### config.mk
export PLATFORM = sky130hd
export DESIGN_NAME = io_port_watchdog_timer
export DESIGN_NICKNAME = d
export VERILOG_FILES = /design/src/verilog/wdt_pkg.sv /design/src/verilog/wdt_prescaler.sv /design/src/verilog/io_port_watchdog_timer.sv
export VERILOG_INCLUDE_DIRS = /design/src /design/src/verilog
export SDC_FILE = /design/constraint.sdc
export NUM_CORES = 1
export LEC_CHECK = 0
export ABC_AREA = 1
export ABC_CLOCK_PERIOD_IN_PS = 2550
export BUFFER_PORTS_ARGS = -buffer_cell sky130_fd_sc_hd__buf_2
export CAP_MARGIN = 5
export CELL_PAD_IN_SITES_DETAIL_PLACEMENT = 1
export CELL_PAD_IN_SITES_GLOBAL_PLACEMENT = 1
export CORE_UTILIZATION = 30
export CTS_BUF_LIST = sky130_fd_sc_hd__clkbuf_16
export DETAILED_ROUTE_END_ITERATION = 8
export HOLD_SLACK_MARGIN = 0.02
export PLACE_DENSITY_LB_ADDON = 0.1
export SLEW_MARGIN = 20
export SYNTH_ARGS = -nofsm -noshare
export SYNTH_HDL_FRONTEND = slang
export SYNTH_SLANG_ARGS = --single-unit
### constraint.sdc
create_clock -name mclk -period 2.55 [get_ports mclk]
set_input_delay 0.255 -clock mclk [delete_from_list [all_inputs] [get_ports mclk]]
set_output_delay 0.255 -clock mclk [all_outputs]
set_load 0.005 [all_outputs]
### src/verilog/wdt_cfg.svh
// Contract
// - expiry resets cpu or raises irq15, jumper-selected
// - enable-port write enables, loads interval code
// - any write to disable port stops the watchdog
// - timeout within five percent of nominal
// - code f=2s, each lower code adds 2s
// - sixteen levels from 2 up to 32 seconds
`ifndef WDT_CFG_SVH
`define WDT_CFG_SVH

// isa i/o port map, full 16-bit decode
`define WDT_ADDR_ENABLE 16'h0443
`define WDT_ADDR_DISABLE 16'h0080

// clock
`define WDT_CLK_MHZ 50
`define WDT_CLK_PERIOD_NS 20

// time base: a 100 ms tick, one interval step is 2000 ms
`define WDT_TICK_MS 100
`define WDT_TICK_CYCLES (`WDT_TICK_MS * 1000 * `WDT_CLK_MHZ)
`define WDT_STEP_MS 2000
`define WDT_TICKS_PER_STEP (`WDT_STEP_MS / `WDT_TICK_MS)
`define WDT_CODE_LEVELS 16
`define WDT_MAX_TICKS 320

// cpu reset pulse, least time rounded up to whole cycles
`define WDT_RESET_PULSE_NS 1000
`define WDT_RESET_PULSE_CYCLES \
  ((`WDT_RESET_PULSE_NS + `WDT_CLK_PERIOD_NS - 1) / `WDT_CLK_PERIOD_NS)

// reset values
`define WDT_REMAIN_RESET 9'h000
`define WDT_PULSE_RESET 6'h00

`endif

### src/verilog/wdt_pkg.sv
`default_nettype none
package wdt_pkg;
  typedef enum logic [2:0] {
    st_off = 3'b001,
    st_run = 3'b010,
    st_fired = 3'b100
  } wdt_state_t;

  typedef enum logic {
    act_reset = 1'b0,
    act_irq = 1'b1
  } wdt_action_t;
endpackage
`default_nettype wire

### src/verilog/wdt_prescaler.sv
`timescale 1ns/100ps
`default_nettype none
module wdt_prescaler #(
  parameter int tick_cycles = 5000000
) (
  input wire logic mclk,
  input wire logic rst,
  input wire logic clear,
  output logic tick
);
  localparam int cw = $clog2(tick_cycles);
  localparam logic [cw-1:0] last = cw'(tick_cycles - 1);

  logic [cw-1:0] count;
  logic [cw-1:0] next_count;

  // clearing realigns the tick to the refresh write, so the countdown is exact
  always_comb begin
    next_count = count + cw'(1);
    if (clear || count == last) begin
      next_count = '0;
    end
  end

  always_ff @(posedge mclk) begin
    if (rst) begin
      count <= '0;
    end else begin
      count <= next_count;
    end
  end

  assign tick = (count == last) && !clear;
endmodule
`default_nettype wire

### src/verilog/io_port_watchdog_timer.sv
`timescale 1ns/100ps
`default_nettype none
`include "wdt_cfg.svh"
module io_port_watchdog_timer #(
  parameter int tick_cycles = `WDT_TICK_CYCLES
) (
  input wire logic mclk,
  input wire logic rst,
  input wire logic [15:0] io_addr,
  input wire logic [7:0] io_data,
  input wire logic io_write_n,
  input wire logic io_aen,
  input wire logic timeout_action_select_jumper,
  output logic cpu_reset_req,
  output logic irq15,
  output logic wdt_enabled
);
  localparam int ticks_per_step = `WDT_TICKS_PER_STEP;
  localparam int pulse_cycles = `WDT_RESET_PULSE_CYCLES;
  localparam logic [5:0] pulse_load = 6'(pulse_cycles);
  localparam logic [15:0] addr_enable = `WDT_ADDR_ENABLE;
  localparam logic [15:0] addr_disable = `WDT_ADDR_DISABLE;

  ////////////////////////////////////////////////////////////////////////////
  // pin synchronisers: isa strobes are asynchronous to mclk

  logic [15:0] addr_s1, addr_s2;
  logic [7:0] data_s1, data_s2;
  logic wr_n_s1, wr_n_s2, wr_n_prev;
  logic aen_s1, aen_s2;
  logic jumper_s1, jumper_s2;

  always_ff @(posedge mclk) begin
    if (rst) begin
      addr_s1 <= 16'h0000;
      addr_s2 <= 16'h0000;
      data_s1 <= 8'h00;
      data_s2 <= 8'h00;
      wr_n_s1 <= 1'b1;
      wr_n_s2 <= 1'b1;
      wr_n_prev <= 1'b1;
      aen_s1 <= 1'b1;
      aen_s2 <= 1'b1;
      jumper_s1 <= 1'b0;
      jumper_s2 <= 1'b0;
    end else begin
      addr_s1 <= io_addr;
      addr_s2 <= addr_s1;
      data_s1 <= io_data;
      data_s2 <= data_s1;
      wr_n_s1 <= io_write_n;
      wr_n_s2 <= wr_n_s1;
      wr_n_prev <= wr_n_s2;
      aen_s1 <= io_aen;
      aen_s2 <= aen_s1;
      jumper_s1 <= timeout_action_select_jumper;
      jumper_s2 <= jumper_s1;
    end
  end

  ////////////////////////////////////////////////////////////////////////////
  // write decode on the falling strobe edge; address and data are set up by then,
  // and aen high marks a dma cycle that no i/o slave may answer

  logic wr_start;
  logic en_write;
  logic dis_write;
  wdt_pkg::wdt_action_t action;

  assign wr_start = wr_n_prev && !wr_n_s2 && !aen_s2;
  assign en_write = wr_start && (addr_s2 == addr_enable);
  assign dis_write = wr_start && (addr_s2 == addr_disable);
  // open jumper means cpu reset, the default fitting
  assign action = jumper_s2 ? wdt_pkg::act_irq : wdt_pkg::act_reset;

  // code f is one step, each lower code one step more, code 0 is the 32 s top
  function automatic logic [8:0] interval_ticks(input logic [3:0] code);
    logic [4:0] steps;
    steps = 5'(`WDT_CODE_LEVELS) - {1'b0, code};
    interval_ticks = 9'(steps) * 9'(ticks_per_step);
  endfunction

  ////////////////////////////////////////////////////////////////////////////
  // time base

  logic tick;

  wdt_prescaler #(
    .tick_cycles(tick_cycles)
  ) u_prescaler (
    .mclk(mclk),
    .rst(rst),
    .clear(en_write),
    .tick(tick)
  );

  ////////////////////////////////////////////////////////////////////////////
  // countdown and expiry

  wdt_pkg::wdt_state_t state, next_state;
  logic [8:0] remain, next_remain;
  logic [5:0] pulse, next_pulse;
  logic next_irq;
  logic expire;

  // a port write in the expiry cycle wins: the host was in time, and a disable
  // must not leave a reset pulse behind; foreign writes do not delay expiry
  assign expire = (state == wdt_pkg::st_run) && tick && (remain == 9'h001)
    && !en_write && !dis_write;

  always_comb begin
    next_state = state;
    next_remain = remain;
    next_irq = irq15;
    next_pulse = (pulse != 6'h00) ? pulse - 6'h01 : 6'h00;
    unique case (state)
      wdt_pkg::st_off: begin
        next_remain = `WDT_REMAIN_RESET;
      end
      wdt_pkg::st_run: begin
        if (tick && remain != 9'h001) begin
          next_remain = remain - 9'h001;
        end else if (expire) begin
          next_state = wdt_pkg::st_fired;
          next_remain = `WDT_REMAIN_RESET;
          if (action == wdt_pkg::act_irq) begin
            next_irq = 1'b1;
          end else begin
            next_pulse = pulse_load;
          end
        end
      end
      wdt_pkg::st_fired: begin
        // a cpu reset ends the watch; an interrupt stays up until the host writes the enable or disable port
        if (pulse == 6'h01) begin
          next_state = wdt_pkg::st_off;
        end
      end
    endcase
    if (en_write) begin
      next_state = wdt_pkg::st_run;
      next_remain = interval_ticks(data_s2[3:0]);
      next_irq = 1'b0;
    end else if (dis_write) begin
      next_state = wdt_pkg::st_off;
      next_remain = `WDT_REMAIN_RESET;
      next_irq = 1'b0;
    end
  end

  always_ff @(posedge mclk) begin
    if (rst) begin
      state <= wdt_pkg::st_off;
      remain <= `WDT_REMAIN_RESET;
      pulse <= `WDT_PULSE_RESET;
      irq15 <= 1'b0;
    end else begin
      state <= next_state;
      remain <= next_remain;
      pulse <= next_pulse;
      irq15 <= next_irq;
    end
  end

  assign cpu_reset_req = (pulse != 6'h00);
  assign wdt_enabled = (state == wdt_pkg::st_run);
endmodule
`default_nettype wire

Word level (Yosys, flattened, before mapping)
Index checks and enable logic that the tools add are counted.

Bits in registers: 89. Input bits: 29. Output and inout bits: 3. Logic and storage cells: 85.

Add/sub/neg operators: 4. Multipliers: 1. Equality and inequality tests: 17. Mux-type cells: 17. Bitwise logic cells: 1. Reduce and logical (&&, ||, !) cells: 27.

Operator list (number): 9-bit 2-to-1 mux (4); 6-bit 2-to-1 mux (5); 23-bit by 1-bit adder with 23-bit output (second input constant) (1); 23-bit equality test (second input constant) (1); 9-bit case mux with 2 select lines (1); 16-bit by 11-bit equality test with 1-bit output (second input constant) (1); 16-bit by 8-bit equality test with 1-bit output (second input constant) (1); 4-bit AND reduction (3); 1-bit logical AND (10); 9-bit by 1-bit equality test with 1-bit output (second input constant) (1); 3-bit 2-to-1 mux (3); 9-bit by 1-bit != test with 1-bit output (second input constant) (1); 9-bit by 1-bit subtractor with 9-bit output (second input constant) (1); 4-bit by 3-bit != test with 1-bit output (second input constant) (2); 4-bit nonzero test (2); 5-bit by 3-bit multiplier with 7-bit output (second input constant) (1); 6-bit by 1-bit equality test with 1-bit output (second input constant) (1); 3-bit case mux with 2 select lines (1); 6-bit nonzero test (1); 6-bit by 1-bit subtractor with 6-bit output (second input constant) (1); 5-bit by 1-bit != test with 1-bit output (second input constant) (1); 5-bit by 4-bit subtractor with 5-bit output (first input constant) (1); 1-bit zero test (4); 2-bit 2-to-1 mux (2); other kinds (14) (17).

Logic depth before layout (Yosys ltp)
Gate-level depths: netlist (run 1).

Depth in word-level cells: 15. Gate-level depth with buffers: 15. Depth with buffers taken out: 15.

Hierarchy
A second synthesis (run 1) with hierarchy kept.

Cells, all modules: 613. Area total of the unflattened synthesis: 4227.8 µm².

Modules (own cells, without submodules): io_port_watchdog_timer (instances 1, cells an instance 425, area each 2995.4 µm², seq. area each 1321.3 µm²); wdt_prescaler (instances 1, cells an instance 188, area each 1232.4 µm², seq. area each 460.4 µm²).

Worst setup path after synthesis (run 1)
Ideal clock, no wire load.

Path type: register to register. Start point: register data_s2[0]. End point: register remain[8]. Setup time: 0.112 ns. Data arrival time: 1.903 ns. Data required time: 2.438 ns. Path slack: 0.535 ns. Stages on the path, launching flop included: 14. Path buffers: 0. Clock period less this slack: 2.015 ns. Path through: dfxtp_1 inv_1 ha_1 xnor2_1 ha_1 ha_1 nand2_1 nand2_1 a21oi_1 inv_1 o21ai_0 nand3_1 nor2_1 nor2_1.

Cells in the longest elaborated chain, start to end: 3.

RTL lines: start: declaration (RTL line io_port_watchdog_timer.sv:28) `logic [7:0] data_s1, data_s2;`; start signal: assignment (RTL line io_port_watchdog_timer.sv:50) `data_s2 <= data_s1;`; 5-bit by 4-bit subtractor with 5-bit output (RTL line io_port_watchdog_timer.sv:79) `` steps = 5'(`WDT_CODE_LEVELS) - {1'b0, code}; ``; 5-bit by 3-bit multiplier with 7-bit output (RTL line io_port_watchdog_timer.sv:80) `interval_ticks = 9'(steps) * 9'(ticks_per_step);`; 9-bit 2-to-1 mux (RTL line io_port_watchdog_timer.sv:140) `if (en_write) begin`; end signal: assignment (RTL line io_port_watchdog_timer.sv:154) `` remain <= `WDT_REMAIN_RESET; ``; end signal: assignment (RTL line io_port_watchdog_timer.sv:159) `remain <= next_remain;`; end: declaration (RTL line io_port_watchdog_timer.sv:101) `logic [8:0] remain, next_remain;`.

Every way passes these cells. A chain may end at the register's enable or synchronous reset.

Worst setup path after layout (run 1)
Ends and elaborated chain as after synthesis.

==> qor.yml, run 1 <==
outcome:
  outcome: "complete, no violations"
yosys:
  synthArstFlopShare: 0
  yosys_warnings: 0
  seq_area_frac_synth: 0.435
  avgSynthCellArea_um2: 7.18
  yosysMostFrequentCell: "nor2_1"
  syn_nets: 614
  syn-cell-area_um2: 4100
  synth.top_cells.by_count: "128 x nor2_1, 99 x inv_1, 93 x nand2_1, 89 x dfxtp_1, 32 x nand3_1"
  synth_cell_type_count: 33
  synth_area_leaders: "dfxtp_1 43%, nor2_1 12%, inv_1 9.1%"
  synth-seq-cells: 89
  synth_top_cell_by_area: "dfxtp_1"
  synth_edf_count: 0
  netlist_instances: 571
  synth_top_area_share: 0.435
  synthFlopType: "dfxtp_1"
routing:
  num_vias: 3307
  drt_first_iter_violations: 83
  via_per_inst: 4.22
  routed_wl_um: 8850
  detail-route-antenna-nets: 0
  wl_per_cell_um: 11.3
  firstDrtPassIters: 4
  post-route-drc-count: 0
global_route:
  grt_usage: 0.144
  use_met3: 0.0302
  busiest_layer: "met2"
  grt_use_met2: 0.238
  grt_pass1_wl_um: 16000
  grt_max_degree: 47
  use_met1: 0.176
  antenna_found_initial: 0
  grt_pass1_vias: 3452
  overflow: 0
placement:
  dpl_worst_slack_ns: 0.301
  hpwlAfterDp_um: 6820
  io_buffers: 27
  place.gp.congestion: 0.763
floorplan:
  die_x_um: 119
  die_h_um: 119
  die_area_um2: 14100
  rows: 42
  coreArea_um2: 13300
  ios: 32
  start_util: 0.308
clock_network:
  max-clock-path-buffers: 2
  clock-sinks: 89
  cts_tree: "done"
  clkTransAtPathRegs_ns: 0.06
  root_buffer: "clkbuf_16"
  cts.repair.resized: 0
  clk_latency_ns: 0.35
  post-cts-setup-buffer-count: 0
  numCtsBuffers: 9
  htree_levels: 3
  postCtsHoldBufs: 0
timing:
  setup_viol: 0
  rsz0062_at_grt: "no"
  slew_violations: 0
  fmax_mhz: 445
  finalClockSkew_ns: 0.00577
  worstMarginPinSlew_ns: 0.487
  hold_violations: 0
  setup-tns-final_ns: 0
  max_slew_margin: 0.673
  period_minus_slack_ns: 2.25
  fin_ws_ns: 0.303
  timing.final.crit_share: 0.881
setup_path:
  endpoint_kind: "flip-flop"
  startpoint: "data_s2[0]"
  required_ns: 2.84
  ff2ff_path_depth: 14
  r2r_end: "remain[8]"
  reg2reg_from: "data_s2[0]"
  cp.arrival_ns: 2.53
  critical_path.endpoint: "remain[8]"
  critical_path_class: "reg2reg"
  reg2reg_slack_ns: 0.30
  cp_max_fo: 3
  start_kind: "flip-flop"
finish:
  syn2layout_area_growth_pct: 16.0
  n_antenna_cell: 0
  nets: 647
  drive_gt1_frac: 0.123
run:
  maxCapViolations: 0
pwr:
  power_per_cell_area_nw_per_um2: 633
  ir_worst_vdd_uv: 416
  power_leakage_nw: 2.27
min_path:
  hold_class: "in2reg"
cell type report:
class / instances / area, µm²
clock inverters: 6 / 90.1
clock buffers: 9 / 225
inverters: 106 / 398
repair buffers: 31 / 165
fillers: 1680 / 8540
well taps: 176 / 220
multi-input cells: 367 / 1880
flip-flops and latches: 89 / 1780
cell families (layout without fill, tap and decap cells):
logic type	Yosys count	count (layout)	synth area share
and+or+nand+nor	302	302	0.328
buffers and inverters	115	152	0.108
DFF	89	89	0.435
AOI/OAI and AO/OA	31	31	0.0418
xor gates and xnor gates	20	20	0.0427
adders and majority gates	14	14	0.0446
how the worst min path moves through the flow:
stage / end / slack [ns] / start / cells past startpoint
after floorplan: aen_s1 / 0.36 / io_aen / 1
after global placement: addr_s2[9] / 0.39 / addr_s1[9] / 2
after detailed placement: wr_n_s2 / 0.40 / wr_n_s1 / 1
after CTS: wr_n_s1 / 0.08 / io_write_n / 2
after global routing: wr_n_s1 / 0.09 / io_write_n / 2
final: wr_n_s1 / 0.1 / io_write_n / 2
through the flow:
step | std cells | util | instance area (µm²) | power (mW) | hold slack [ns]
after floorplan | 571 | - | 4100 | 1.57 | 0.359
after global placement | 769 | 0.334 | 4440 | 1.62 | 0.393
after detailed placement | 769 | 0.334 | 4440 | 1.62 | 0.397
after CTS | 784 | 0.358 | 4760 | 3.07 | 0.0779
after global routing | 784 | 0.358 | 4760 | 3.16 | 0.0941
final | 784 | 0.358 | 4760 | 3.01 | 0.0979
cell usage in the layout (no fill, tap or decap), drive strengths merged, types with 10 or more instances in the layout:
master / n
nor2: 135
inv: 108
nand2: 96
dfxtp: 89
nand3: 35
buf: 31
a21oi: 17
nor3: 16
xor2: 14
ha: 13
nand4: 10
metal layers:
layer  part of all wire  wire (µm)  vias to the layer above
li1                   -          -                     1797
met5                  0          0                        -
met3              0.023        202                       13
met4              0.024        214                        0
met1               0.49       4350                     1466
met2               0.46       4080                       31
power breakdown:
group	leakage, nW	total (mW)	internal (mW)	switching [mW]
logic	1.39	0.144	0.0604	0.0838
clock network	0.154	1.42	0.858	0.564
registers	0.728	1.44	1.43	0.0135
sequential cells by signal (all words and copies together), names as in the netlist, 3 cells and up:
| register | count |
|---|---|
| addr_s2 | 16 |
| data_s1 | 4 |
| u_prescaler.count | 23 |
| remain | 9 |
| data_s2 | 4 |
| state | 3 |
| addr_s1 | 16 |
| pulse | 6 |
worst max-delay path: stages, from the launching register on:
cell	delay [ns]
dfxtp_1	0.34
inv_1	0.07
ha_1	0.22
xnor2_1	0.23
ha_1	0.32
ha_1	0.30
nand2_1	0.06
nand2_1	0.05
a21oi_1	0.12
inv_1	0.06
a21oi_1	0.13
o21ai_0	0.10
nand3_1	0.08
nor2_1	0.05
nor2_1	0.07
No activity file was read; power rests on OpenSTA's default activity.
==> run 2: changes to the inputs <==
- PLACE_DENSITY: default -> 0.54
- PLACE_DENSITY_LB_ADDON: 0.1 -> default
==> qor.yml, run 2 (synthesis results as in run 1) <==
timing:
  worstMarginPinSlew_ns: 0.452
  rsz0062_at_grt: "no"
  period_minus_slack_ns: 2.23
  timing.final.crit_share: 0.876
  slew_violations: 0
  max_slew_margin: 0.696
  fmax_mhz: 448
  setup_viol: 0
  hold_violations: 0
  setup-tns-final_ns: 0
  finalClockSkew_ns: 0.00499
finish:
  syn2layout_area_growth_pct: 15.8
  reg_top3: "u_prescaler.count x23, addr_s1 x16, addr_s2 x16"
  mostFrequentLayoutCell: "nor2_1"
  largest_reg_flops: 23
  layout_common_cells: "128 x nor2_1, 99 x inv_1, 93 x nand2_1"
  final_cell_area_um2: 4750
  n_antenna_cell: 0
  nets: 647
  drive_gt1_frac: 0.128
  regMostFlops: "u_prescaler.count"
setup_path:
  endpoint_kind: "flip-flop"
  r2r_end: "remain[7]"
  start_kind: "flip-flop"
  cp.arrival_ns: 2.48
  ff2ff_path_depth: 10
  startpoint: "data_s2[2]"
  reg2reg_from: "data_s2[2]"
  reg2reg_slack_ns: 0.32
  required_ns: 2.80
  critical_path_class: "reg2reg"
  cp_max_fo: 2
global_route:
  grt_max_degree: 47
  grt_usage: 0.144
  grt_pass1_wl_um: 16100
  overflow: 0
  antenna_found_initial: 0
  grt_pass1_vias: 3449
floorplan:
  coreArea_um2: 13300
  die_area_um2: 14100
  die_x_um: 119
  die_h_um: 119
  start_util: 0.308
  ios: 32
  rows: 42
placement:
  post_dp_cell_area_um2: 4440
  hpwlAfterDp_um: 6940
  place.gp.congestion: 0.722
  io_buffers: 27
pwr:
  power_per_cell_area_nw_per_um2: 619
  power_leakage_nw: 2.27
  ir_worst_vdd_uv: 392
clock_network:
  numCtsBuffers: 9
  cts_tree: "done"
  postCtsHoldBufs: 0
  clkTransAtPathRegs_ns: 0.06
  max-clock-path-buffers: 2
  post-cts-setup-buffer-count: 0
  clock-sinks: 89
  root_buffer: "clkbuf_16"
  clk_latency_ns: 0.35
  htree_levels: 3
min_path:
  hold_class: "in2reg"
  whs_path_depth: 2
  hold_end: "wr_n_s1"
  min_from: "io_write_n"
run:
  maxCapViolations: 0
routing:
  via_per_inst: 4.25
  num_vias: 3336
  routed_wl_um: 8900
  post-route-drc-count: 0
  wl_per_cell_um: 11.3
  firstDrtPassIters: 4
  drt_first_iter_violations: 94
  detail-route-antenna-nets: 0
outcome:
  outcome: "complete, no violations"
run 2: timing repair:
item                       in CTS  in global routing
setup endpoints to repair       0                  1
hold endpoints to repair        0                  0
resized for setup               0                  1
run 2: critical path, cell delays in order, from the launching register on:
cell and delay [ns]:
dfxtp_1 0.38, inv_1 0.07, nand3_1 0.09, xor2_1 0.27
ha_1 0.29, ha_1 0.22, fa_1 0.38, xnor2_1 0.18
o211ai_1 0.11, nor2_1 0.10, nor2_1 0.04
run 2: worst max path at each step:
stage,end,slack (ns),cells past startpoint
final,remain[7],0.32,10
after global routing,remain[8],0.05,15
after CTS,remain[8],0.22,14
after detailed placement,remain[8],0.25,14
after global placement,remain[8],0.37,13
after floorplan,remain[8],0.54,13
run 2: metal layers:
layer	vias up	share of wire	track usage
met2	30	0.46	0.236
met4	0	0.017	0.0570
met1	1497	0.50	0.180
met5	-	0	0
met3	9	0.025	0.0359
li1	1800	-	-
run 2: metrics by stage:
step	std cells	utilization	power, mW	worst slack (ns)	hold WS [ns]
global placement	769	0.334	1.61	0.373	0.390
CTS	785	0.357	3.00	0.219	0.0719
finish	785	0.357	2.94	0.317	0.0842
global route	785	0.357	3.09	0.0481	0.0845
floorplan	571	-	1.57	0.535	0.359
detailed placement	769	0.334	1.62	0.248	0.398
run 2: power breakdown:
part / total [mW] / switching (mW) / internal (mW)
clock network: 1.35 / 0.582 / 0.770
logic: 0.146 / 0.0849 / 0.0615
registers: 1.44 / 0.0137 / 1.43
total: 2.94 / 0.681 / 2.26
run 2: area by class of cell:
cell class / count / area, µm²
Clock buffer: 9 / 225
Tap cell: 176 / 220
Multi-Input combinational cell: 367 / 1880
Fill cell: 1676 / 8550
Timing Repair Buffer: 31 / 165
Clock inverter: 7 / 75.1
Sequential cell: 89 / 1780
Inverter: 106 / 398
